File: src/rtl/host_port_pkg.sv
package host_port_pkg;

  // ------------------------------------------------------------
  // Widths and addresses
  // ------------------------------------------------------------
  localparam int DATA_W = 16;
  localparam int ADDR_W = 7;
  localparam int WORD_W = 32;
  localparam int FIFO_ADDR_LSB = 2;  // A[2:1] kept in FIFO mode -> index bits [1:0]
  localparam logic [1:0] SYNC_RESET = 2'h3;

  // ------------------------------------------------------------
  // Bus-side types
  // ------------------------------------------------------------
  typedef struct packed {
    logic chipSelectLow;
    logic readStrobeLow;
    logic writeStrobeLow;
  } strobes_t;

  typedef struct packed {
    logic fifoSel;
    logic [ADDR_W-1:0] addr;
  } target_t;

  // Internal 32-bit request toward registers or FIFOs
  typedef struct packed {
    logic valid;
    logic write;
    logic toFifo;
    logic [ADDR_W-1:0] addr;
    logic [WORD_W-1:0] data;
  } core_req_t;

  // Interrupt configuration
  typedef struct packed {
    logic activeHigh;
    logic openDrain;
    logic enable;
  } irq_cfg_t;

  typedef enum logic [1:0] {
    ST_IDLE = 2'b00,
    ST_READ = 2'b01,
    ST_WRITE = 2'b10
  } bus_state_t;

endpackage

File: src/rtl/strobe_sync.sv
`timescale 1ns/10ps
module strobe_sync (
  input wire logic ref_clk,
  input wire logic rstn,
  input wire host_port_pkg::strobes_t pinIn,
  output host_port_pkg::strobes_t syncOut
);

  typedef struct packed {
    logic [2:0] stage1;
    logic [2:0] stage2;
  } sync_state_t;

  sync_state_t state_q;
  sync_state_t state_d;

  // ------------------------------------------------------------
  // Two flops; inactive (high) after reset so nothing fires
  // ------------------------------------------------------------
  always_comb begin
    state_d.stage1 = pinIn;
    state_d.stage2 = state_q.stage1;
  end

  always_ff @(posedge ref_clk or negedge rstn) begin
    if (!rstn) begin
      state_q <= '1;
    end else begin
      state_q <= state_d;
    end
  end

  assign syncOut = state_q.stage2;

endmodule

File: src/rtl/sram_style_host_port.sv
`timescale 1ns/10ps
module sram_style_host_port (
  input wire logic ref_clk,
  input wire logic rstn,
  input wire host_port_pkg::strobes_t pinStrobes,
  input wire logic [host_port_pkg::ADDR_W-1:0] hostAddr,
  input wire logic fifoSel,
  input wire logic [host_port_pkg::DATA_W-1:0] dataIn,
  output logic [host_port_pkg::DATA_W-1:0] dataOut,
  output logic dataOe,
  output host_port_pkg::core_req_t coreReq,
  input wire logic [host_port_pkg::WORD_W-1:0] coreRdData,
  input wire logic bigEndian,
  input wire logic powerDown,
  output logic asleep,
  input wire host_port_pkg::irq_cfg_t irqCfg,
  input wire logic [7:0] irqSources,
  input wire logic [7:0] irqEnables,
  output logic irqOut,
  output logic irqOe
);

  typedef struct packed {
    host_port_pkg::bus_state_t st;
    logic [host_port_pkg::ADDR_W-1:0] addr;
    logic fifo;
    logic [host_port_pkg::DATA_W-1:0] dout;
    logic drive;
    logic [host_port_pkg::DATA_W-1:0] lowHalf;
    logic [host_port_pkg::DATA_W-1:0] highRead;
    logic readSeen;
    logic asleep;
    host_port_pkg::core_req_t req;
    logic [1:0] inSync1;
    logic [1:0] inSync2;
    logic [host_port_pkg::DATA_W-1:0] dinSync1;
    logic [host_port_pkg::DATA_W-1:0] dinSync2;
    logic [host_port_pkg::ADDR_W-1:0] addrSync1;
    logic [host_port_pkg::ADDR_W-1:0] addrSync2;
    logic [7:0] srcSync1;
    logic [7:0] srcSync2;
    logic irqLevel;
  } port_state_t;

  port_state_t s_q;
  port_state_t s_d;
  host_port_pkg::strobes_t strobes;

  // ------------------------------------------------------------
  // Helpers
  // ------------------------------------------------------------
  function automatic logic [15:0] swapBytes(input logic [15:0] v);
    swapBytes = {v[7:0], v[15:8]};
  endfunction

  function automatic logic upperHalf(input logic [6:0] a);
    upperHalf = a[0];
  endfunction

  // Register path follows host byte order; FIFO data is never swapped
  function automatic logic [15:0] hostOrder(input logic [15:0] v, input logic swap);
    hostOrder = swap ? swapBytes(v) : v;
  endfunction

  // Chip select and strobes cross here
  strobe_sync u_sync (
    .ref_clk(ref_clk),
    .rstn(rstn),
    .pinIn(pinStrobes),
    .syncOut(strobes)
  );

  // ------------------------------------------------------------
  // Access decode
  // ------------------------------------------------------------
  logic selRead;
  logic selWrite;
  logic [6:0] effAddr;
  logic [15:0] inHalf;
  logic [15:0] outHalf;

  // ------------------------------------------------------------
  // Next state
  // ------------------------------------------------------------
  always_comb begin
    s_d = s_q;
    s_d.req.valid = 1'b0;
    outHalf = '0;
    // Address and data are stable well before the strobe lands, yet still
    // pass two flops so no mixed value reaches the core.
    s_d.inSync1 = {fifoSel, powerDown};
    s_d.inSync2 = s_q.inSync1;
    s_d.dinSync1 = dataIn;
    s_d.dinSync2 = s_q.dinSync1;
    s_d.addrSync1 = hostAddr;
    s_d.addrSync2 = s_q.addrSync1;
    s_d.srcSync1 = irqSources;
    s_d.srcSync2 = s_q.srcSync1;

    // Only the synchronised copies are decoded
    selRead = !strobes.chipSelectLow && !strobes.readStrobeLow;
    selWrite = !strobes.chipSelectLow && !strobes.writeStrobeLow;
    // FIFO window keeps only A2 and the halfword bit A1
    effAddr = s_q.inSync2[1] ? {5'h00, s_q.addrSync2[1:0]} : s_q.addrSync2;
    inHalf = hostOrder(s_q.dinSync2, bigEndian && !s_q.inSync2[1]);

    if (s_q.inSync2[0] && !s_q.asleep) begin
      s_d.asleep = 1'b1;
    end
    // Wake only on a host write; wake event pin plays no part
    if (s_q.asleep && selWrite) begin
      // The wake write itself is lost; a read must precede the next write
      s_d.asleep = 1'b0;
      s_d.readSeen = 1'b0;
    end

    unique case (s_q.st)
      host_port_pkg::ST_IDLE: begin
        if (selRead) begin
          s_d.st = host_port_pkg::ST_READ;
          s_d.addr = effAddr;
          s_d.fifo = s_q.inSync2[1];
          s_d.readSeen = !s_q.asleep;
          s_d.drive = 1'b1;
          // Low half fetches the word; high half comes from the latch so a
          // FIFO pop happens once per 32-bit word.
          if (!upperHalf(effAddr)) begin
            s_d.req = '{valid: !s_q.asleep, write: 1'b0, toFifo: s_q.inSync2[1],
                        addr: effAddr, data: '0};
            outHalf = coreRdData[15:0];
            s_d.highRead = coreRdData[31:16];
          end else begin
            outHalf = s_q.highRead;
          end
          s_d.dout = hostOrder(outHalf, bigEndian && !s_q.inSync2[1]);
        end else if (selWrite) begin
          s_d.st = host_port_pkg::ST_WRITE;
          // Writes before the first read are dropped; asleep also drops data
          if (s_q.readSeen && !s_q.asleep) begin
            if (!upperHalf(effAddr)) begin
              s_d.lowHalf = inHalf;
            end else begin
              s_d.req = '{valid: 1'b1, write: 1'b1, toFifo: s_q.inSync2[1],
                          addr: {effAddr[6:1], 1'b0}, data: {inHalf, s_q.lowHalf}};
            end
          end
        end
      end
      host_port_pkg::ST_READ: begin
        // Bus released on the edge after the strobe is seen high
        if (!selRead) begin
          s_d.st = host_port_pkg::ST_IDLE;
          s_d.drive = 1'b0;
        end
      end
      host_port_pkg::ST_WRITE: begin
        if (!selWrite) begin
          s_d.st = host_port_pkg::ST_IDLE;
        end
      end
      default: begin
        s_d.st = host_port_pkg::ST_IDLE;
      end
    endcase

    // Entering sleep cancels a request taken in the same cycle, so the core
    // never sees traffic while asleep; the host repeats it after waking
    if (s_d.asleep && !s_q.asleep) begin
      s_d.req.valid = 1'b0;
    end

    // Sources come through two flops; enables are already on this clock
    s_d.irqLevel = irqCfg.enable && |(s_q.srcSync2 & irqEnables);
  end

  // ------------------------------------------------------------
  // State register
  // ------------------------------------------------------------
  always_ff @(posedge ref_clk or negedge rstn) begin
    if (!rstn) begin
      s_q <= '0;
    end else begin
      s_q <= s_d;
    end
  end

  // ------------------------------------------------------------
  // Outputs
  // ------------------------------------------------------------
  assign dataOut = s_q.dout;
  assign dataOe = !s_q.drive;
  assign coreReq = s_q.req;
  assign asleep = s_q.asleep;

  // ------------------------------------------------------------
  // Interrupt pin
  // ------------------------------------------------------------
  // Open drain only ever pulls low, so polarity is forced active-low there
  always_comb begin
    if (irqCfg.openDrain) begin
      irqOut = 1'b0;
      irqOe = !s_q.irqLevel;
    end else begin
      irqOut = irqCfg.activeHigh ? s_q.irqLevel : !s_q.irqLevel;
      irqOe = 1'b0;
    end
  end

endmodule

File: config.mk
export PLATFORM = sky130hd
export DESIGN_NAME = sram_style_host_port
export DESIGN_NICKNAME = d
export VERILOG_FILES = /design/src/rtl/host_port_pkg.sv /design/src/rtl/strobe_sync.sv /design/src/rtl/sram_style_host_port.sv
export SDC_FILE = /design/constraint.sdc
export NUM_CORES = 1
export LEC_CHECK = 0
export BUFFER_PORTS_ARGS = -buffer_cell sky130_fd_sc_hd__buf_2
export CAP_MARGIN = 40
export CORE_ASPECT_RATIO = 2
export CORE_MARGIN = 2
export CORE_UTILIZATION = 55
export DETAILED_ROUTE_END_ITERATION = 12
export GPL_ROUTABILITY_DRIVEN = 0
export PLACE_DENSITY = 0.8
export SYNTH_ARGS = -nofsm -noshare
export SYNTH_HDL_FRONTEND = slang
export SYNTH_SLANG_ARGS = --single-unit
File: constraint.sdc
create_clock -name ref_clk -period 2.07 [get_ports ref_clk]
set_input_delay 0 -clock ref_clk [delete_from_list [all_inputs] [get_ports ref_clk]]
set_output_delay 0 -clock ref_clk [all_outputs]
set_load 0.005 [all_outputs]
Word-level counts from Yosys, hierarchy flattened
Cells that the tools add are included.

word-level totals
  word-level logic and storage cells = 86
  input bits = 82
  latch bits = 0
  memory bits (read-only) = 0
  output and inout port bits = 62
  memory bits (writable) = 0
  bits in registers = 168
  memories kept = 0

cells by class
  bitwise logic cells = 3
  order comparisons = 0
  div/mod/pow operators = 0
  reductions and logical operators = 27
  equality and inequality tests = 7
  shift operators = 0
  multiply operators = 0
  $add $sub $neg = 0
  mux-type cells = 26

operators by type and width
  operator                                                          number
  42-bit two-way mux                                                6
  16-bit two-way mux                                                3
  2-bit two-way mux                                                 5
  5-bit AND reduction                                               2
  1-bit two-way mux                                                 9
  3-bit AND reduction                                               3
  8-bit bitwise AND                                                 1
  1-bit logical AND                                                 8
  2-bit inequality test (second input constant)                     4
  2-bit nonzero test                                                4
  8-bit OR reduction                                                1
  1-bit zero test                                                   7
  7-bit two-way mux                                                 1
  2-bit case mux with 3 select lines                                1
  3-bit inequality test (second input constant)                     1
  2-bit by 1-bit == test with 1-bit output (second input constant)  1
  2-bit == test (second input constant)                             1
  2-bit zero test                                                   1
  1-bit inverter                                                    2
  1-bit case mux with 2 select lines                                1
  2-bit AND reduction                                               1

Logic depth before layout (Yosys ltp)
Gate-level depths: netlist (run 1).

  depth after elaboration = 9
  depth in mapped cells = 6
  gate-level depth less buffers = 3

Modules after synthesis
Synthesis (run 1) repeated with hierarchy kept, for this count alone.

unflattened totals
  cell total of the unflattened synthesis = 550
  area, all modules = 6864.1 um2

by module, submodules not included
  module                sequential area each (um2)  cells an instance  instances  area an instance (um2)
  sram_style_host_port  4028.9                      544                1          6706.4
  strobe_sync           157.7                       6                  1          157.7

Least setup slack after synthesis (run 1)
OpenSTA, ideal clock, no wires.

  kind = register to register
  from = register s_q[168] in the netlist's numbering
  to = register s_q[132] in the netlist's numbering
  stages on the path, launching flop included = 6
  path buffers = 2
  required time = 1.945 ns
  data arrival time = 1.667 ns
  clock period less this slack = 1.791 ns
  library setup time = 0.125 ns
  setup slack = 0.279 ns
  cell sequence = dfrtp_1 -> or3_1 -> buf_2 -> nor3_4 -> buf_4 -> mux2_2

between the ends
  word-level cells in the longest chain between the ends = 2

RTL lines
  element                               RTL line                     text
  start: declaration                    sram_style_host_port.sv:45   port_state_t s_q;
  start signal: assignment              sram_style_host_port.sv:181  s_q <= '0;
  start signal: assignment              sram_style_host_port.sv:183  s_q <= s_d;
  2-bit zero test                       sram_style_host_port.sv:117  unique case (s_q.st)
  5-bit AND reduction (no source line)  --

Every way passes these cells.
A chain may end at the register's enable or synchronous reset.

Final worst setup path (run 1)
  from = register s_q[168] in the netlist's numbering
  to = register s_q[115] in the netlist's numbering

between the ends
  word-level cells in the longest chain between the ends = 2

RTL lines
  element                               RTL line
  2-bit zero test                       sram_style_host_port.sv:117
  3-bit AND reduction (no source line)  --

Every way passes these cells.

==> key figures, run 1 <==
CTS
  • Clock Latency Late Sink: roughly 0.42 ns
  • CTS Buf Count: 17
  • CTS max path bufs: 2
  • Clock root buffer: clkbuf_16
  • H-tree depth: 4
  • Setup Buffers After CTS: 0
  • TritonCTS clock tree: yes
  • Clock Sink Count: approximately 170
  • Clk slew on worst S/H paths: 0.07 ns

Global routing
  • Initial antenna violation count: 1
  • GRT Overall Usage: between 20% and 30%
  • Largest net degree at the start of global routing: 64
  • First-pass GRT wire length: 27400 µm
  • Total global routing overflow: 0
  • Number of global-route vias before repair: roughly 5.4k

Layout
  • Fill cells: 841
  • Layout cells sized above 1: between 30% and 40%
  • Layout Utilization: between 60% and 70%
  • Area Overhead vs Synth: 24.4%
  • Layout Cells excl Fill: 891
  • Final instance area: between 8000 and 9000 µm²
  • Final net count: roughly 800

Yosys
  • Top cells by count, synth: dfrtp_1, buf_4, mux2_2
  • Synth Cell Area: slightly above 7000 µm²
  • Most used DFF post-synth: dfrtp_1
  • #FFs+latches synth: around 170
  • Yosys warns: 0
  • Synth area leaders: dfrtp_1, mux2_2, buf_4
  • Most frequent cell after synthesis: dfrtp_1
  • Asr flop ratio synth: between 90% and 100%
  • Post-Syn Instances: just under 600
  • Post-synth top area share: a little under three fifths
  • Area leader, netlist: dfrtp_1
  • Synth unique cells: 39
  • Syn Nets: 666
  • Seq/Total Area, Yosys: roughly three fifths
  • Syn Area/Cell: about 12 µm²
  • Number of synthesized flops with an enable pin: 0

Worst setup path
  • Crit path capture type: flop
  • Required @ worst endpoint: roughly 2.4 ns
  • Critical setup path kind: reg2reg
  • CP startpoint kind: flop
  • CP Max Fanout: 16
  • Arr. time, crit path: about 2.4 ns
  • R2R depth: 3

Floorplan
  • Die height: 164 µm
  • Core Area: approximately 13000 µm²
  • Rows: 58
  • Io pins: 144
  • Full die area: approximately 14000 µm²
  • Die Wd: approximately 84 µm
  • Starting density of the core: 56.2%

Routing
  • Vias: 5133
  • DRC Markers: 0
  • Total Routed Length: approximately 17000 µm
  • Via/cell ratio: 5.76
  • DRT antenna net count: 0
  • DR WL/cell: 19.5 µm
  • Drt first pass iters: 5
  • DRT iter0 DRCs: 455

Power and ir drop
  • Flop pwr share: roughly 48%
  • Cell Pwr Density: a little over 900 nW/µm²
  • Sw frac: a little over a quarter
  • Part of the power in combinational logic: around an eighth
  • Net load switching power: 2.13 mW
  • LEAKAGE: around 4 nW
  • Power share of the clock group: about two fifths
  • Internal Power: 6.00 mW
  • Worst vdd ir: around 760 µV

STA
  • Post-layout min period: roughly 2.0 ns
  • Endpoints failing hold: 0
  • Worst slew pin tran: just under 0.6 ns
  • Worst slew margin: slightly above 60%
  • # setup viols final: 0
  • Period utilisation layout: between 90% and 100%
  • Slew Viols, Final: 0
  • RSZ-0062 raised after global routing: true
  • Fmax: slightly below 0.5 GHz
  • Setup slack after layout: between 0.02 and 0.03 ns
  • Clock skew: 0.0128 ns

Min path
  • Cell count of the worst hold path: 4
  • Hold crit path type: in2reg

Placement
  • # port buffers: approximately 140
  • Dpl hpwl: roughly 11000 µm
  • Placed cell count: 802
  • Setup slack at placement: -0.349 ns
  • Placed cell area: about 7600 µm²

Run
  • Max Cap Violations: 0

Run status
  • Outcome: finished clean
## final cells by class
type | count | area (µm²) | share of cell area (%)
Clock inverter | 13 | 158 | 1.80
Clock buffer | 19 | 433 | 4.93
Tap cell | 150 | 188 | 2.14
Sequential cell | 167 | 4190 | 47.7
Antenna cell | 2 | 5.00 | 0.0570
Timing Repair Buffer | 225 | 1520 | 17.3
Multi-Input combinational cell | 312 | 2280 | 25.9
Inverter | 3 | 11.3 | 0.128
## state kept, by name, indices dropped and copies added, names as in the netlist
register        count
u_sync.state_d      3
coreReq            41
s_q                70
asleep              1
u_sync.syncOut      3
s_d                33
dataOut            16
## final timing paths
check / start / to / slack (ns)
max in group asynchronous: rstn / u_sync.syncOut[2] / 1.21
min reg2reg: s_d[44] / s_q[44] / 0.34
max reg2reg: s_q[168] / s_q[115] / 0.03
min in group asynchronous: rstn / coreReq[30] / 0.11
min: coreRdData[10] / dataOut[10] / 0.1
max: s_q[168] / s_q[115] / 0.03
## timing repair
item,in CTS,in global routing
hold endpoints to repair,157,0
endpoints found under the setup margin,7,22
hold buffers,55,0
gates resized for setup,8,2
## cells by family after synthesis
group | after synthesis | synth area share, %
compound gates | 125 | 11.7
xor+xnor | 1 | 0.124
buf+inv | 105 | 9.10
flops | 167 | 59.4
mux | 63 | 9.77
other cells | 1 | 0.0532
simple gates | 122 | 9.90
## layer usage
layer  vias up  track usage, %  part of all wire (%)
met1      2509            27.7                    35
met3        55            5.13                   4.3
li1       2339               -                     -
met4         0            14.4                   5.3
met5         -               0                     0
met2       230            47.2                    55
## power by group through the flow
stage                     sequential, mW  combinational, mW  clock [mW]
after floorplan                     3.83              0.748           0
after global placement              3.88              0.940           0
after detailed placement            3.91              0.985           0
after CTS                           3.85               1.08        3.22
after global routing                3.90               1.19        3.35
final                               3.87               1.08        3.19
## through the flow
step           setup TNS (ns)  hold WS (ns)  total power, mW
2_1_floorplan               0        -0.296             4.57
3_3_place_gp           -0.440      -0.00235             4.82
3_5_place_dp           -0.908      0.000252             4.89
4_1_cts               -0.0799        0.0896             8.15
5_1_grt                -0.242         0.110             8.43
6_report                    0        0.0962             8.13
## cells in the final DEF (no fill, tap or decap), types with 7 or more instances in the layout
cell type / synthesis / routed
a2111oi_0: 16 / 10
a21o_1: 8 / 8
a21oi_1: 36 / 36
a31oi_1: 8 / 8
and3b_1: 16 / 16
buf_2: 9 / 141
buf_4: 61 / 25
clkbuf_16: 0 / 17
dfrtp_1: 161 / 160
dlygate4sd3_1: 0 / 55
inv_6: 0 / 7
mux2_2: 45 / 45
mux2i_1: 16 / 16
nand2_1: 32 / 32
nand3_1: 32 / 32
nand4_1: 16 / 16
nor2_1: 8 / 8
nor2b_1: 7 / 7
o211ai_1: 16 / 16
o21ai_0: 19 / 19
o31ai_1: 16 / 16
## critical path, stage by stage (launching register included)
cell	delay [ns]
dfrtp_1	0.42
or4_2	0.81
nor2_8	0.30
mux2_2	0.39
Power figures use the tool's default switching activity.
==> run 2, diff against run 1 <==
--- a/config.mk
+++ b/config.mk
@@ -12,6 +12,7 @@
 export CORE_UTILIZATION = 55
 export DETAILED_ROUTE_END_ITERATION = 12
 export GPL_ROUTABILITY_DRIVEN = 0
+export MAX_ROUTING_LAYER = met4
 export PLACE_DENSITY = 0.8
 export SYNTH_ARGS = -nofsm -noshare
 export SYNTH_HDL_FRONTEND = slang
==> run 2 against run 1 <==
Hold slack improved by 0.0035 ns. Highest routed layer unchanged. Final cell count did not move. Critical path depth did not move. Via count fell by 0.37%. Worst setup slack got worse by 0.013 ns. Clock skew fell by 0.0035 ns. Routed wire length fell by 0.30%. Die area did not move. Clock-buffer cell count did not move. Global-route usage rose by 0.75 points. Sequential power barely moved. Largest cell class unchanged. Critical endpoint is now coreReq[36].
==> key figures, run 2 (synthesis results as in run 1) <==
Global routing
  • GRT Overall Usage: 26.7% (was 25.9%)
  • First-pass GRT wire length: 27400 µm (about the same)
  • Largest net degree at the start of global routing: 64 (unchanged)
  • Total global routing overflow: 0 (unchanged)
  • Number of global-route vias before repair: 5374 (was 5363)
  • Initial antenna violation count: 1 (unchanged)

Placement
  • Dpl hpwl: 11300 µm (unchanged)
  • # port buffers: 142 (unchanged)
  • Placed cell area: 7600 µm² (unchanged)
  • Setup slack at placement: -0.349 ns (unchanged)

Routing
  • Total Routed Length: 17300 µm (was 17400 µm)
  • Vias: 5114 (was 5133)
  • DRC Markers: 0 (unchanged)
  • Met2 WL: 9620 µm (was 9600 µm)
  • Highest routed layer: met4 (unchanged)
  • DRT iter0 DRCs: 434 (was 455)
  • WL met1: 6170 µm (was 6120 µm)
  • Drt first pass iters: 5 (unchanged)
  • Wire length on met3: 699 µm (was 753 µm)
  • DRT antenna net count: 0 (unchanged)
  • Via/cell ratio: 5.74 (was 5.76)
  • DR WL/cell: 19.5 µm (about the same)

Power and ir drop
  • LEAKAGE: 4.12 nW (unchanged)
  • Part of the power in combinational logic: 13.2% (about the same)
  • Net load switching power: 2.13 mW (about the same)
  • Cell Pwr Density: 926 nW/µm² (was 927 nW/µm²)
  • Power share of the clock group: 39.2% (about the same)
  • Flop pwr share: 47.6% (was 47.5%)
  • Worst vdd ir: 762 µV (about the same)
  • Internal Power: 6.00 mW (about the same)
  • Sw frac: 26.2% (about the same)

Floorplan
  • Rows: 58 (unchanged)
  • Full die area: 13800 µm² (unchanged)
  • Die height: 164 µm (unchanged)
  • Starting density of the core: 56.2% (unchanged)
  • Die Wd: 84.1 µm (unchanged)
  • Io pins: 144 (unchanged)
  • Core Area: 12600 µm² (unchanged)

CTS
  • CTS Buf Count: 17 (unchanged)
  • Clock Sink Count: 167 (unchanged)
  • Setup Buffers After CTS: 0 (unchanged)
  • CTS max path bufs: 2 (unchanged)
  • Clock root buffer: clkbuf_16 (unchanged)
  • Clock Latency Late Sink: 0.42 ns (about the same)
  • Clk slew on worst S/H paths: 0.07 ns (about the same)
  • H-tree depth: 4 (unchanged)
  • TritonCTS clock tree: yes (unchanged)

STA
  • Period utilisation layout: 99.4% (was 98.8%)
  • Worst slew pin tran: 0.553 ns (was 0.580 ns)
  • Fmax: 0.486 GHz (was 0.489 GHz)
  • RSZ-0062 raised after global routing: true (unchanged)
  • Worst slew margin: 62.2% (was 61.3%)
  • Post-layout min period: 2.06 ns (was 2.04 ns)
  • Endpoints failing hold: 0 (unchanged)
  • # setup viols final: 0 (unchanged)
  • Slew Viols, Final: 0 (unchanged)
  • Setup slack after layout: 0.0129 ns (was 0.0258 ns)
  • Clock skew: 0.00934 ns (was 0.0128 ns)

Min path
  • Hold crit path type: in2reg (unchanged)

Layout
  • Area Overhead vs Synth: 24.4% (unchanged)
  • Layout Utilization: 69.9% (unchanged)
  • Commonest non-fill, non-tap cell in the layout: dfrtp_1 (unchanged)
  • Final net count: 808 (unchanged)
  • Final instance area: 8770 µm² (unchanged)
  • Largest register by flop count: s_q (unchanged)
  • Max reg flops: 70 (unchanged)
  • Layout cells sized above 1: 35.6% (unchanged)
  • Commonest non-fill, non-tap cells in the layout: dfrtp_1, buf_2, dlygate4sd3_1, mux2_2, a21oi_1 (unchanged)
  • Fill cells: 841 (unchanged)

Run status
  • Outcome: finished clean (unchanged)

Worst setup path
  • CP Max Fanout: 8 (was 16)
  • CP startpoint kind: flop (unchanged)
  • Critical setup path kind: reg2reg (unchanged)
  • Crit path capture type: flop (unchanged)
  • Arr. time, crit path: 2.36 ns (was 2.35 ns)
  • Required @ worst endpoint: 2.37 ns (about the same)

Run
  • Max Cap Violations: 0 (unchanged)
-- run 2: worst paths after layout --
| kind | from | endpoint | slack [ns] | cells past startpoint |
|---|---|---|---|---|
| min in group asynchronous | rstn | coreReq[30] | 0.12 | 2 |
| max | s_q[168] | coreReq[36] | 0.01 | 3 |
| max reg2reg | s_q[168] | coreReq[36] | 0.01 | 3 |
| min | coreRdData[10] | dataOut[10] | 0.1 | 4 |
| min reg2reg | s_d[44] | s_q[44] | 0.35 | 0 |
| max in group asynchronous | rstn | u_sync.syncOut[2] | 1.20 | 3 |
-- run 2: worst max-delay path, cell delays in order (launching register included) --
cell and delay (ns):
dfrtp_1 0.43, or4_2 0.82, o22ai_4 0.33, mux2_2 0.37
-- run 2: what timing repair did --
action,4_1_cts,5_1_grt
endpoints found under the setup margin,7,22
hold buffers,55,0
endpoints found under the hold margin,157,0
gates resized for setup,8,2
-- run 2: layout make-up --
cell class	instances	area [µm²]	share of cell area, %
diodes	2	5.00	0.0570
multi-input cells	312	2280	25.9
inverters	3	11.3	0.128
repair buffers	225	1520	17.3
well taps	150	188	2.14
clock inverters	13	158	1.80
clock buffers	19	433	4.93
flip-flops and latches	167	4190	47.7
-- run 2: metal layers --
metal  global-route usage [%]  vias to the layer above
li1                         -                     2339
met1                     27.9                     2507
met2                     47.2                      219
met3                     4.67                       49
met4                     14.4                        0
met5                        -                        -
-- run 2: power by group through the flow --
stage	combinational, mW	clock (mW)	sequential (mW)
2_1_floorplan	0.748	0	3.83
3_3_place_gp	0.940	0	3.88
3_5_place_dp	0.985	0	3.91
4_1_cts	1.08	3.22	3.85
5_1_grt	1.19	3.35	3.90
6_report	1.08	3.18	3.86
-- run 2: metrics by stage --
| stage | power [mW] | cells | hold slack (ns) | TNS (ns) |
|---|---|---|---|---|
| floorplan | 4.57 | 584 | -0.296 | 0 |
| global placement | 4.82 | 802 | -0.00235 | -0.440 |
| detailed placement | 4.89 | 802 | 0.000252 | -0.908 |
| CTS | 8.15 | 889 | 0.0896 | -0.0799 |
| global route | 8.44 | 890 | 0.110 | -0.242 |
| finish | 8.12 | 891 | 0.0997 | 0 |
